`config.mk`:
```
export PLATFORM = sky130hd
export DESIGN_NAME = gcdr_top
export DESIGN_NICKNAME = d
export VERILOG_FILES = /design/src/gcdr_pkg.sv /design/src/gcdr_pin_drv.sv /design/src/gcdr_top.sv
export SDC_FILE = /design/constraint.sdc
export NUM_CORES = 1
export LEC_CHECK = 0
export BUFFER_PORTS_ARGS = -buffer_cell sky130_fd_sc_hd__buf_2
export CORE_UTILIZATION = 55
export CTS_CLUSTER_DIAMETER = 100
export CTS_CLUSTER_SIZE = 12
export DETAILED_ROUTE_END_ITERATION = 7
export PLACE_DENSITY = 0.85
export SLEW_MARGIN = 10
export SYNTH_ARGS = -nofsm -noshare
export SYNTH_HDL_FRONTEND = slang
export SYNTH_SLANG_ARGS = --single-unit
```
`constraint.sdc`:
```
create_clock -name clock_i -period 6.9 [get_ports clock_i]
set_input_delay 0.345 -clock clock_i [delete_from_list [all_inputs] [get_ports clock_i]]
set_output_delay 0.345 -clock clock_i [all_outputs]
set_load 0.02 [all_outputs]
```
`src/gcdr_pkg.sv`:
```
package gcdr_pkg;

  // register byte offsets, one aligned 32-bit word each
  localparam logic [4:0] OFF_CONFIG     = 5'h00;
  localparam logic [4:0] OFF_STATUS     = 5'h04;
  localparam logic [4:0] OFF_INT_STATUS = 5'h08;
  localparam logic [4:0] OFF_INT_CLEAR  = 5'h0c;
  localparam logic [4:0] OFF_INT_ENABLE = 5'h10;
  localparam logic [4:0] OFF_TARGET     = 5'h14;
  localparam logic [4:0] OFF_HOLD       = 5'h18;

  // configuration field sits in bits 16 down to 7 of the config word
  localparam int CFG_LSB = 7;
  localparam int CFG_MSB = 16;
  localparam int CFG_W   = 10;

  // interrupt status bit positions
  localparam int INT_STALL = 0;
  localparam int INT_LOST  = 1;
  localparam int INT_HALT  = 2;
  localparam int INT_W     = 3;

  // direct coil current fields of the target position word
  localparam int COIL_W     = 9;
  localparam int COIL_A_LSB = 0;
  localparam int COIL_B_LSB = 16;
  localparam int HOLD_W     = 5;
  localparam int HOLD_SHIFT = 5;
  localparam int PROD_W     = 15;

  // hysteresis divisors for step frequency comparison
  localparam logic [5:0] HYST_DIV_LARGE = 6'h10;
  localparam logic [5:0] HYST_DIV_SMALL = 6'h20;

  // values after reset
  localparam logic [CFG_W-1:0]  CFG_RESET    = 10'h000;
  localparam logic [INT_W-1:0]  INT_RESET    = 3'h0;
  localparam logic [31:0]       TARGET_RESET = 32'h0000_0000;
  localparam logic [HOLD_W-1:0] HOLD_RESET   = 5'h00;

  typedef struct packed {
    logic direct_mode;
    logic stop_enable;
    logic small_hyst;
    logic pin_b_drive_style;
    logic pin_a_drive_style;
    logic pin_b_toggle_on_lost_step;
    logic pin_b_on_chopper_on;
    logic pin_b_on_table_zero;
    logic pin_b_opt8;
    logic pin_a_opt7;
  } gcdr_cfg_t;

  typedef struct packed {
    logic out;
    logic oe;
  } gcdr_pad_t;

  typedef enum logic {
    GCDR_BUS_IDLE   = 1'b0,
    GCDR_BUS_ANSWER = 1'b1
  } gcdr_bus_state_t;

endpackage

```
`src/gcdr_pin_drv.sv`:
```
`timescale 1ns/10ps
`default_nettype none

module gcdr_pin_drv #(
  parameter logic RESET_DRIVE_LOW = 1'b0
) (
  input  wire logic        clock_i,
  input  wire logic        reset_i,
  input  wire logic        active_i,
  input  wire logic        push_pull_i,
  output gcdr_pkg::gcdr_pad_t pad_o
);

  gcdr_pkg::gcdr_pad_t pad_reg;

  always_ff @(posedge clock_i) begin
    if (reset_i) begin
      pad_reg.out <= 1'b0;
      pad_reg.oe  <= RESET_DRIVE_LOW;
    end else if (push_pull_i) begin
      pad_reg.out <= active_i;
      pad_reg.oe  <= 1'b1;
    end else begin
      // open collector: only ever pulls low
      pad_reg.out <= 1'b0;
      pad_reg.oe  <= active_i;
    end
  end

  assign pad_o = pad_reg;

endmodule

`default_nettype wire

```
`src/gcdr_top.sv`:
```
// Notes on behaviour
// - external steps and bit 7 set: pin A active on motor stall.
// - internal sequencer: bit 7 clear pin A interrupt, set half-rate step.
// - external steps and bit 8 set: pin B active on motor stall.
// - internal sequencer: bit 8 clear pin B position compare, set direction.
// - external steps and bit 9 set: pin B active at table position zero.
// - external steps and bit 10 set: pin B active while chopper on.
// - external steps and bit 11 set: pin B toggles per lost step.
// - bit 12 clear pin A open collector low, set push-pull high.
// - bit 13 clear pin B open collector low, set push-pull high.
// - bit 14 picks hysteresis one sixteenth clear, one thirty-second set.
// - bit 15 set and halt input high stops the sequencer.
// - bit 16 set: coil currents come from target position word fields.
// - step source input 1 means external steps, 0 internal sequencer.
// - pin A is driven low while the device is held in reset.
//
// The address map and register access over Avalon-MM were decided locally.
`timescale 1ns/10ps
`default_nettype none

module gcdr_top (
  input  wire logic        clock_i,
  input  wire logic        reset_i,
  // avalon-mm slave
  input  wire logic [4:0]  avs_address_i,
  input  wire logic        avs_read_i,
  input  wire logic        avs_write_i,
  input  wire logic [31:0] avs_writedata_i,
  input  wire logic [3:0]  avs_byteenable_i,
  output logic [31:0]      avs_readdata_o,
  output logic             avs_waitrequest_o,
  output logic             irq_o,
  // pins
  input  wire logic        step_source_select_i,
  input  wire logic        emergency_halt_input_i,
  output gcdr_pkg::gcdr_pad_t diagnostic_pin_a_pad_o,
  output gcdr_pkg::gcdr_pad_t diagnostic_pin_b_pad_o,
  // signals from the core, same clock
  input  wire logic        stall_i,
  input  wire logic        core_irq_i,
  input  wire logic        seq_step_i,
  input  wire logic        seq_dir_i,
  input  wire logic        pos_compare_i,
  input  wire logic [9:0]  mstep_pos_i,
  input  wire logic        chopper_on_i,
  input  wire logic        lost_step_inc_i,
  input  wire logic        low_velocity_i,
  // outputs to the core
  output logic             sequencer_halt_o,
  output logic [5:0]       hysteresis_divisor_o,
  output logic             direct_mode_o,
  output logic [8:0]       coil_a_current_o,
  output logic [8:0]       coil_b_current_o,
  output logic             velocity_current_reg_en_o,
  output logic             auto_current_reg_en_o
);

  function automatic logic [31:0] be_merge(
    input logic [31:0] old_value,
    input logic [31:0] new_value,
    input logic [3:0]  be
  );
    logic [31:0] merged;
    merged = old_value;
    for (int i = 0; i < 4; i++) begin
      if (be[i]) begin
        merged[i*8 +: 8] = new_value[i*8 +: 8];
      end
    end
    return merged;
  endfunction

  gcdr_pkg::gcdr_bus_state_t           bus_state_reg;
  gcdr_pkg::gcdr_cfg_t                 cfg_reg;
  logic [gcdr_pkg::INT_W-1:0]          int_status_reg;
  logic [gcdr_pkg::INT_W-1:0]          int_status_next;
  logic [gcdr_pkg::INT_W-1:0]          int_enable_reg;
  logic [gcdr_pkg::INT_W-1:0]          int_events;
  logic [gcdr_pkg::INT_W-1:0]          int_clear;
  logic [31:0]                         target_reg;
  logic [gcdr_pkg::HOLD_W-1:0]         hold_current_reg;
  logic [31:0]                         readdata_reg;
  logic [31:0]                         read_mux;
  logic [31:0]                         cfg_word;
  logic [1:0]                          meta_reg;
  logic [1:0]                          sync_reg;
  logic                                ext_steps;
  logic                                halt_active;
  logic                                halt_d_reg;
  logic                                stall_d_reg;
  logic                                step_toggle_reg;
  logic                                lost_toggle_reg;
  logic                                wr_fire;
  logic                                rd_sample;
  logic                                pin_a_active;
  logic                                pin_b_active;
  logic [1:0]                          pin_active;
  logic [1:0]                          pin_push_pull;
  gcdr_pkg::gcdr_pad_t                 pads [2];
  logic [8:0]                          coil_a_reg;
  logic [8:0]                          coil_b_reg;
  logic signed [gcdr_pkg::PROD_W-1:0]  prod_a;
  logic signed [gcdr_pkg::PROD_W-1:0]  prod_b;
  logic signed [6:0]                   hold_scale;
  // merged words; a slice of a call result is not legal
  logic [31:0]                         cfg_merged;
  logic [31:0]                         en_merged;
  logic [31:0]                         hold_merged;

  // bus handshake: one wait cycle, read data captured in that cycle
  assign avs_waitrequest_o = (avs_read_i | avs_write_i) &
                             (bus_state_reg == gcdr_pkg::GCDR_BUS_IDLE);
  assign wr_fire   = avs_write_i &
                     (bus_state_reg == gcdr_pkg::GCDR_BUS_ANSWER);
  assign rd_sample = avs_read_i &
                     (bus_state_reg == gcdr_pkg::GCDR_BUS_IDLE);

  always_ff @(posedge clock_i) begin
    if (reset_i) begin
      bus_state_reg <= gcdr_pkg::GCDR_BUS_IDLE;
    end else begin
      case (bus_state_reg)
        gcdr_pkg::GCDR_BUS_IDLE: begin
          if (avs_read_i | avs_write_i) begin
            bus_state_reg <= gcdr_pkg::GCDR_BUS_ANSWER;
          end
        end
        default: begin
          bus_state_reg <= gcdr_pkg::GCDR_BUS_IDLE;
        end
      endcase
    end
  end

  // pins from outside pass two flops first
  always_ff @(posedge clock_i) begin
    if (reset_i) begin
      meta_reg <= 2'h0;
      sync_reg <= 2'h0;
    end else begin
      meta_reg <= {emergency_halt_input_i, step_source_select_i};
      sync_reg <= meta_reg;
    end
  end

  assign ext_steps   = sync_reg[0];
  assign halt_active = cfg_reg.stop_enable & sync_reg[1];

  // configuration word
  assign cfg_word = {15'h0000, cfg_reg, 7'h00};

  assign cfg_merged  = be_merge(cfg_word, avs_writedata_i, avs_byteenable_i);
  assign en_merged   = be_merge({29'h0, int_enable_reg}, avs_writedata_i,
                                avs_byteenable_i);
  assign hold_merged = be_merge({27'h0, hold_current_reg}, avs_writedata_i,
                                avs_byteenable_i);

  always_ff @(posedge clock_i) begin
    if (reset_i) begin
      cfg_reg <= gcdr_pkg::CFG_RESET;
    end else if (wr_fire && avs_address_i == gcdr_pkg::OFF_CONFIG) begin
      cfg_reg <= cfg_merged[gcdr_pkg::CFG_MSB:gcdr_pkg::CFG_LSB];
    end
  end

  always_ff @(posedge clock_i) begin
    if (reset_i) begin
      int_enable_reg <= gcdr_pkg::INT_RESET;
    end else if (wr_fire &&
                 avs_address_i == gcdr_pkg::OFF_INT_ENABLE) begin
      int_enable_reg <= en_merged[gcdr_pkg::INT_W-1:0];
    end
  end

  always_ff @(posedge clock_i) begin
    if (reset_i) begin
      target_reg <= gcdr_pkg::TARGET_RESET;
    end else if (wr_fire && avs_address_i == gcdr_pkg::OFF_TARGET) begin
      target_reg <= be_merge(target_reg, avs_writedata_i, avs_byteenable_i);
    end
  end

  always_ff @(posedge clock_i) begin
    if (reset_i) begin
      hold_current_reg <= gcdr_pkg::HOLD_RESET;
    end else if (wr_fire && avs_address_i == gcdr_pkg::OFF_HOLD) begin
      hold_current_reg <= hold_merged[gcdr_pkg::HOLD_W-1:0];
    end
  end

  // sticky events; a set in the clearing cycle survives
  always_ff @(posedge clock_i) begin
    if (reset_i) begin
      stall_d_reg <= 1'b0;
      halt_d_reg  <= 1'b0;
    end else begin
      stall_d_reg <= stall_i;
      halt_d_reg  <= halt_active;
    end
  end

  assign int_events[gcdr_pkg::INT_STALL] = stall_i & ~stall_d_reg;
  assign int_events[gcdr_pkg::INT_LOST]  = lost_step_inc_i;
  assign int_events[gcdr_pkg::INT_HALT]  = halt_active & ~halt_d_reg;

  assign int_clear = (wr_fire && avs_address_i == gcdr_pkg::OFF_INT_CLEAR &&
                      avs_byteenable_i[0]) ?
                     avs_writedata_i[gcdr_pkg::INT_W-1:0] : 3'h0;

  always_comb begin
    int_status_next = (int_status_reg & ~int_clear) | int_events;
  end

  always_ff @(posedge clock_i) begin
    if (reset_i) begin
      int_status_reg <= gcdr_pkg::INT_RESET;
    end else begin
      int_status_reg <= int_status_next;
    end
  end

  assign irq_o = |(int_status_reg & int_enable_reg);

  // read path, unmapped reads return zero
  always_comb begin
    if (avs_address_i == gcdr_pkg::OFF_CONFIG) begin
      read_mux = cfg_word;
    end else if (avs_address_i == gcdr_pkg::OFF_STATUS) begin
      read_mux = {27'h0, irq_o, halt_active, ext_steps,
                  pin_b_active, pin_a_active};
    end else if (avs_address_i == gcdr_pkg::OFF_INT_STATUS) begin
      read_mux = {29'h0, int_status_reg};
    end else if (avs_address_i == gcdr_pkg::OFF_INT_ENABLE) begin
      read_mux = {29'h0, int_enable_reg};
    end else if (avs_address_i == gcdr_pkg::OFF_TARGET) begin
      read_mux = target_reg;
    end else if (avs_address_i == gcdr_pkg::OFF_HOLD) begin
      read_mux = {27'h0, hold_current_reg};
    end else begin
      read_mux = 32'h0000_0000;
    end
  end

  always_ff @(posedge clock_i) begin
    if (reset_i) begin
      readdata_reg <= 32'h0000_0000;
    end else if (rd_sample) begin
      readdata_reg <= read_mux;
    end
  end

  assign avs_readdata_o = readdata_reg;

  // toggles: half-rate step, each edge one step
  always_ff @(posedge clock_i) begin
    if (reset_i) begin
      step_toggle_reg <= 1'b0;
      lost_toggle_reg <= 1'b0;
    end else begin
      if (seq_step_i) begin
        step_toggle_reg <= ~step_toggle_reg;
      end
      if (lost_step_inc_i) begin
        lost_toggle_reg <= ~lost_toggle_reg;
      end
    end
  end

  // diagnostic pin function selection
  always_comb begin
    if (ext_steps) begin
      pin_a_active = cfg_reg.pin_a_opt7 & stall_i;
      // options are ored; mixing the toggle with others is meaningless
      pin_b_active = (cfg_reg.pin_b_opt8 & stall_i) |
                     (cfg_reg.pin_b_on_table_zero &
                      (mstep_pos_i == 10'h000)) |
                     (cfg_reg.pin_b_on_chopper_on & chopper_on_i) |
                     (cfg_reg.pin_b_toggle_on_lost_step &
                      lost_toggle_reg);
    end else begin
      pin_a_active = cfg_reg.pin_a_opt7 ? step_toggle_reg :
                     (core_irq_i | irq_o);
      pin_b_active = cfg_reg.pin_b_opt8 ? seq_dir_i :
                     pos_compare_i;
    end
  end

  assign pin_active    = {pin_b_active, pin_a_active};
  assign pin_push_pull = {cfg_reg.pin_b_drive_style,
                          cfg_reg.pin_a_drive_style};

  generate
    for (genvar g = 0; g < 2; g++) begin : g_pin
      gcdr_pin_drv #(
        .RESET_DRIVE_LOW (g == 0)
      ) u_drv (
        .clock_i     (clock_i),
        .reset_i     (reset_i),
        .active_i    (pin_active[g]),
        .push_pull_i (pin_push_pull[g]),
        .pad_o       (pads[g])
      );
    end
  endgenerate

  assign diagnostic_pin_a_pad_o = pads[0];
  assign diagnostic_pin_b_pad_o = pads[1];

  assign sequencer_halt_o     = halt_active;
  assign hysteresis_divisor_o = cfg_reg.small_hyst ?
                                gcdr_pkg::HYST_DIV_SMALL :
                                gcdr_pkg::HYST_DIV_LARGE;

  // direct coil mode, scaled by (hold+1)/32 so full hold passes unchanged
  // seven bits: a scale of 32 would wrap negative in six
  assign hold_scale = $signed({2'b00, hold_current_reg}) + 7'sh01;
  assign prod_a = $signed(target_reg[gcdr_pkg::COIL_A_LSB +:
                                     gcdr_pkg::COIL_W]) * hold_scale;
  assign prod_b = $signed(target_reg[gcdr_pkg::COIL_B_LSB +:
                                     gcdr_pkg::COIL_W]) * hold_scale;

  always_ff @(posedge clock_i) begin
    if (reset_i) begin
      coil_a_reg <= 9'h000;
      coil_b_reg <= 9'h000;
    end else if (cfg_reg.direct_mode) begin
      coil_a_reg <= prod_a[gcdr_pkg::HOLD_SHIFT +:
                           gcdr_pkg::COIL_W];
      coil_b_reg <= prod_b[gcdr_pkg::HOLD_SHIFT +:
                           gcdr_pkg::COIL_W];
    end else begin
      coil_a_reg <= 9'h000;
      coil_b_reg <= 9'h000;
    end
  end

  assign direct_mode_o             = cfg_reg.direct_mode;
  assign coil_a_current_o          = coil_a_reg;
  assign coil_b_current_o          = coil_b_reg;
  assign velocity_current_reg_en_o = ~cfg_reg.direct_mode;
  assign auto_current_reg_en_o     = ~cfg_reg.direct_mode |
                                     low_velocity_i;

endmodule

`default_nettype wire

```
# ---- Word level (Yosys, flattened, before mapping)
# Index checks and enable logic that the tools add are counted.
# Widths: inputs -> output; s select.
dict set report classes {
  addsub 1
  n_mul 2
  n_eq_ne 6
  muxes 14
  n_bitwise 29
  reduce_logical 23
}
# op n
set ops {}
lappend ops {{$mux 32} 5}
lappend ops {{$mul 9x7->14} 2}
lappend ops {{$reduce_and 2->1} 9}
lappend ops {{$eq 5x5->1 const B} 3}
lappend ops {{$and 1x1->1} 11}
lappend ops {{$eq 5x4->1 const B} 2}
lappend ops {{$logic_not 10->1} 1}
lappend ops {{$reduce_or 2->1} 5}
lappend ops {{$not 1->1} 8}
lappend ops {{$add 5x1->6 const B} 1}
lappend ops {{$and 3x3->3} 2}
lappend ops {{$logic_and 1x1->1} 6}
lappend ops {{$mux 1} 6}
lappend ops {{$mux 6} 1}
lappend ops {{$or 1x1->1} 6}
lappend ops {{$eq 5x3->1 const B} 1}
lappend ops {{$logic_not 5->1} 1}
lappend ops {{$mux 5} 1}
lappend ops {{$mux 3} 1}
lappend ops {{$not 3->3} 1}
lappend ops {{$or 3x3->3} 1}
lappend ops {{$reduce_or 3->1} 1}
dict set report word_totals {
  register_bits 116
  input_bits 65
  word_cells 106
}

# ---- Longest topological paths before layout
dict set report logic_depth {
  word_depth 8
  depth_mapped 20
  ltp_nobuf 19
}

# ---- Modules after synthesis
# A second synthesis with hierarchy kept.
dict set report hier_totals {
  cells_unflattened 900
  area_unflattened_um2 8154.1
}
# module n_inst cells_per_inst area_per_inst_um2
set modules_own_cells {}
lappend modules_own_cells {gcdr_top 1 892 8039.0}
lappend modules_own_cells {{gcdr_pin_drv (g_pin[1].u_drv)} 1 4 58.8}
lappend modules_own_cells {{gcdr_pin_drv (g_pin[0].u_drv)} 1 4 56.3}

# ---- Least setup slack after synthesis
# OpenSTA, ideal clock, no wires.
dict set report synth_timing {
  kind {flip-flop to flip-flop}
  startpoint {register hold_current_reg[2] (netlist bit)}
  endpoint {register coil_a_reg[7] (netlist: coil_a_current_o[7])}
  t_arrival_ns 4.685
  setup_slack_ns 2.138
  path_stages_with_launch 20
  n_path_buf 2
  period_less_slack_ns 4.762
  path_cell_list {dfxtp_1 -> clkbuf_1 -> nand3_1 -> xnor2_1 -> clkbuf_1 -> nand2_1 -> fa_1 -> fa_1 -> inv_1 -> fa_1 -> inv_1 -> fa_1 -> inv_1 -> ha_1 -> o211ai_1 -> a21oi_1 -> a221oi_2 -> a21boi_1 -> o21a_1 -> nor3_1}
}
dict set report synth_via {
  elab_chain_len 2
}
# item line_no
set synth_rtl {}
lappend synth_rtl {{start, declared} gcdr_top.sv:81} ;# logic [gcdr_pkg::HOLD_W-1:0] hold_current_reg;
lappend synth_rtl {{start signal, assigned} gcdr_top.sv:185} ;# hold_current_reg <= gcdr_pkg::HOLD_RESET;
lappend synth_rtl {{start signal, assigned} gcdr_top.sv:187} ;# hold_current_reg <= hold_merged[gcdr_pkg::HOLD_W-1:0];
lappend synth_rtl {{$add 5x1->6} gcdr_top.sv:316} ;# assign hold_scale = $signed({2'b00, hold_current_reg}) + 7'sh01;
lappend synth_rtl {{$mul 9x7->14} gcdr_top.sv:318} ;# gcdr_pkg::COIL_W]) * hold_scale;
lappend synth_rtl {{end signal, assigned} gcdr_top.sv:327} ;# coil_a_reg <= prod_a[gcdr_pkg::HOLD_SHIFT +:
lappend synth_rtl {{end, declared} gcdr_top.sv:100} ;# logic [8:0] coil_a_reg;
# Every way passes these cells.
# A chain may end at the register's enable or synchronous reset.

# ---- Worst setup path in the final report
dict set report layout_timing {
  startpoint {register hold_current_reg[0] (netlist bit)}
  endpoint {register coil_a_reg[7] (netlist: coil_a_current_o[7])}
}
# Same word-level chain as after synthesis.

==> flow_summary.ini <==
[critical_path]
worst-r2r-cell-count = 18
start_kind = register
slowest_delay_ns = 0.78
worstReg2RegStart = hold_current_reg[0]
cp.arrival_ns = 5.79
crit_type = register to register
crit_top_cell = fa_1
path_cells = ha_1 -> xor2_1 -> buf_4 -> nand2_1 -> fa_1 -> fa_1 -> inv_1 -> fa_1 -> inv_1 -> fa_1 -> inv_1 -> ha_1 -> o211ai_1 -> a21oi_1 -> a221oi_2 -> a21boi_1 -> o21a_1 -> nor3_1
timing.rr.end = coil_a_current_o[7]
crit_fanout = 23
regToRegSetupSlack_ns = 1.45
cp-end-kind = register
worstPathRequired_ns = 7.24
critPathSlowestCell = dfxtp_1

[clock_tree]
htreeDepth = 4
post_cts_buffers = 0
cts_tree = yes
cts-resized-gates = 0
ctsHoldBuffers = 0
insertion_delay_ns = 0.42
cts.clk_slew.worst_paths_ns = 0.06
cts_buffers = 17
clock-sinks = 116
clock_path_buffers = 2
root_buffer = clkbuf_16

[placed_design]
placement.io_buffers = 126
gp_congestion = 0.844
dp_hpwl_mm = 13.6

[layout]
area_growth_pct = 16.6
fill_cells = 1111
utilization_pct = 66.5
regArea_mm2 = 0.00232
multi_input_area_mm2 = 0.00511
diodes = 0
final_nets = 1171
drive_above_1_share_pct = 18.4

[yosys]
yosys-top-cells-count = dfxtp_1, nor2_1, inv_1, fa_1, and2_1
async_flop_share_pct = 0
yosys.cell_count.top_type = dfxtp_1
avgSynthCellArea_um2 = 9.11
synth_area_leaders = dfxtp_1, fa_1, ha_1
yosysSeqAreaShare_pct = 29.1
yosysTopAreaCell = dfxtp_1
synth_top_area_share_pct = 29.1
ys_warn_count = 0
synth.cell_area_mm2 = 0.00798
synthFlopType = dfxtp_1
synth-edff-count = 0
synth_seq_cells = 116
synthCells = 876
ys_types = 61

[floorplan]
die_w_um = 122
coreArea_mm2 = 0.0140
start_util_pct = 57.0
pin_count = 131
row_count = 43
die-area_mm2 = 0.0150
fp.dieH_um = 122

[timing]
fmax_mhz = 183
final.setup.tns_ns = 0
hold_violations = 0
grt_setup_unrepaired = no
worstMarginPinSlew_ns = 0.980
min_period_over_period_pct = 79.0
slew-limit-headroom_pct = 34.6
finalSetupViolCount = 0
drv_slew = 0
period_minus_slack_ns = 5.45
fin_worst_skew_ns = 0.00836

[power_and_ir_drop]
power.internal_w = 0.00125
clkPwrFrac_pct = 52.6
power.switching_w = 0.000403
pwr-share-comb_pct = 5.7
p_total_w = 0.00165
swShare_pct = 24.4
p_per_area_mw_per_mm2 = 178
power.share.sequential_pct = 41.7
irDropWorstVdd_v = 0.000160
leakagePower_nw = 4.28

[outcome]
outcome = finished, final reports clean

[hold_path]
holdPathEnd = meta_reg[0]
min-delay-start = step_source_select_i
hp-class = primary input to register
holdPathStages = 2

[detailed_routing]
post_drt_via_cell_ratio = 5.41
routed-via-count = 6389
first_iter_violations = 359
ant_nets = 0
detail_route.first_pass.iterations = 5
wl_per_cell_um = 15.7
finalWirelength_mm = 18.6
drc_errors = 0

[global_route]
grt_pass1_wl_mm = 31.6
antenna_found_initial = 1
grt_max_degree = 100
grt_usage_pct = 27.1
overflow = 0
grt_pass1_vias = 6524

[run]
cap_violations = 0
how the worst max path moves through the flow:
stage                               end  slack, ns                 from  cells past startpoint
floorplan           coil_a_current_o[7]       2.14  hold_current_reg[2]                     19
global placement    coil_b_current_o[8]       1.72  hold_current_reg[0]                     17
detailed placement  coil_b_current_o[8]       1.55  hold_current_reg[0]                     17
CTS                 coil_b_current_o[8]       1.49  hold_current_reg[0]                     17
global route        coil_a_current_o[7]       1.00  hold_current_reg[0]                     18
finish              coil_a_current_o[7]       1.45  hold_current_reg[0]                     18
critical path, delay by kind of cell, from the launching register on:
family	cells	cell delay (ns)
buffers and inverters	4	0.39
adder cells (fa/ha/maj)	6	2.68
XOR/XNOR	1	0.20
AO/OA/AOI/OAI	5	1.09
flip-flops	1	0.78
AND/OR/NAND/NOR	2	0.20
placed cells by master, fill, tap and decap left out, drive strengths merged, types with 24 or more instances in the layout:
master and count:
a21oi 39, and2 59, buf 135, dfxtp 116
fa 66, ha 51, inv 99, mux2i 53
nand2 40, nand3 24, nor2 104, nor2b 34
nor3 26, xnor2 25
routing by layer:
layer / global-route usage [%] / part of all wire (%) / up-vias / wire [µm]
li1: - / - / 3075 / -
met1: 33.7 / 43 / 3070 / 8040
met2: 45.2 / 48 / 203 / 8920
met3: 7.39 / 6.3 / 39 / 1170
met4: 9.53 / 2.2 / 2 / 402
met5: 0 / 0.054 / - / 10
cell type report:
class / count / area share, %
multi-input cells: 623 / 55.0
flip-flops and latches: 116 / 25.0
inverters: 96 / 3.88
well taps: 180 / 2.42
clock inverters: 15 / 1.68
repair buffers: 135 / 7.51
clock buffers: 17 / 4.57
stage by stage:
stage / cell area, µm² / hold WS (ns) / cells / setup slack (ns)
2_1_floorplan: 7990 / 0.414 / 879 / 2.14
3_3_place_gp: 8720 / 0.416 / 1150 / 1.72
3_5_place_dp: 8720 / 0.420 / 1150 / 1.55
6_report: 9300 / 0.132 / 1182 / 1.45
5_1_grt: 9300 / 0.144 / 1182 / 1.00
4_1_cts: 9300 / 0.124 / 1182 / 1.49
cells by family (layout without fill, tap and decap cells):
family | count (synthesis) | in the layout | synth area share [%]
AO/OA/AOI/OAI | 92 | 92 | 7.83
XOR/XNOR | 32 | 32 | 3.61
flip-flops | 116 | 116 | 29.1
other | 1 | 4 | 0.0470
adder cells (fa/ha/maj) | 117 | 117 | 24.6
multiplexers | 54 | 54 | 6.79
buffers and inverters | 140 | 263 | 7.01
AND/OR/NAND/NOR | 324 | 324 | 21.0
power by group through the flow:
stage	combinational, W	sequential, W	clock [W]
6_report	0.0000949	0.000688	0.000868
3_3_place_gp	0.0000931	0.000702	0
4_1_cts	0.0000949	0.000688	0.000879
5_1_grt	0.000104	0.000689	0.000913
2_1_floorplan	0.0000484	0.000709	0
3_5_place_dp	0.0000943	0.000702	0
(Power assumes the default switching activity.)
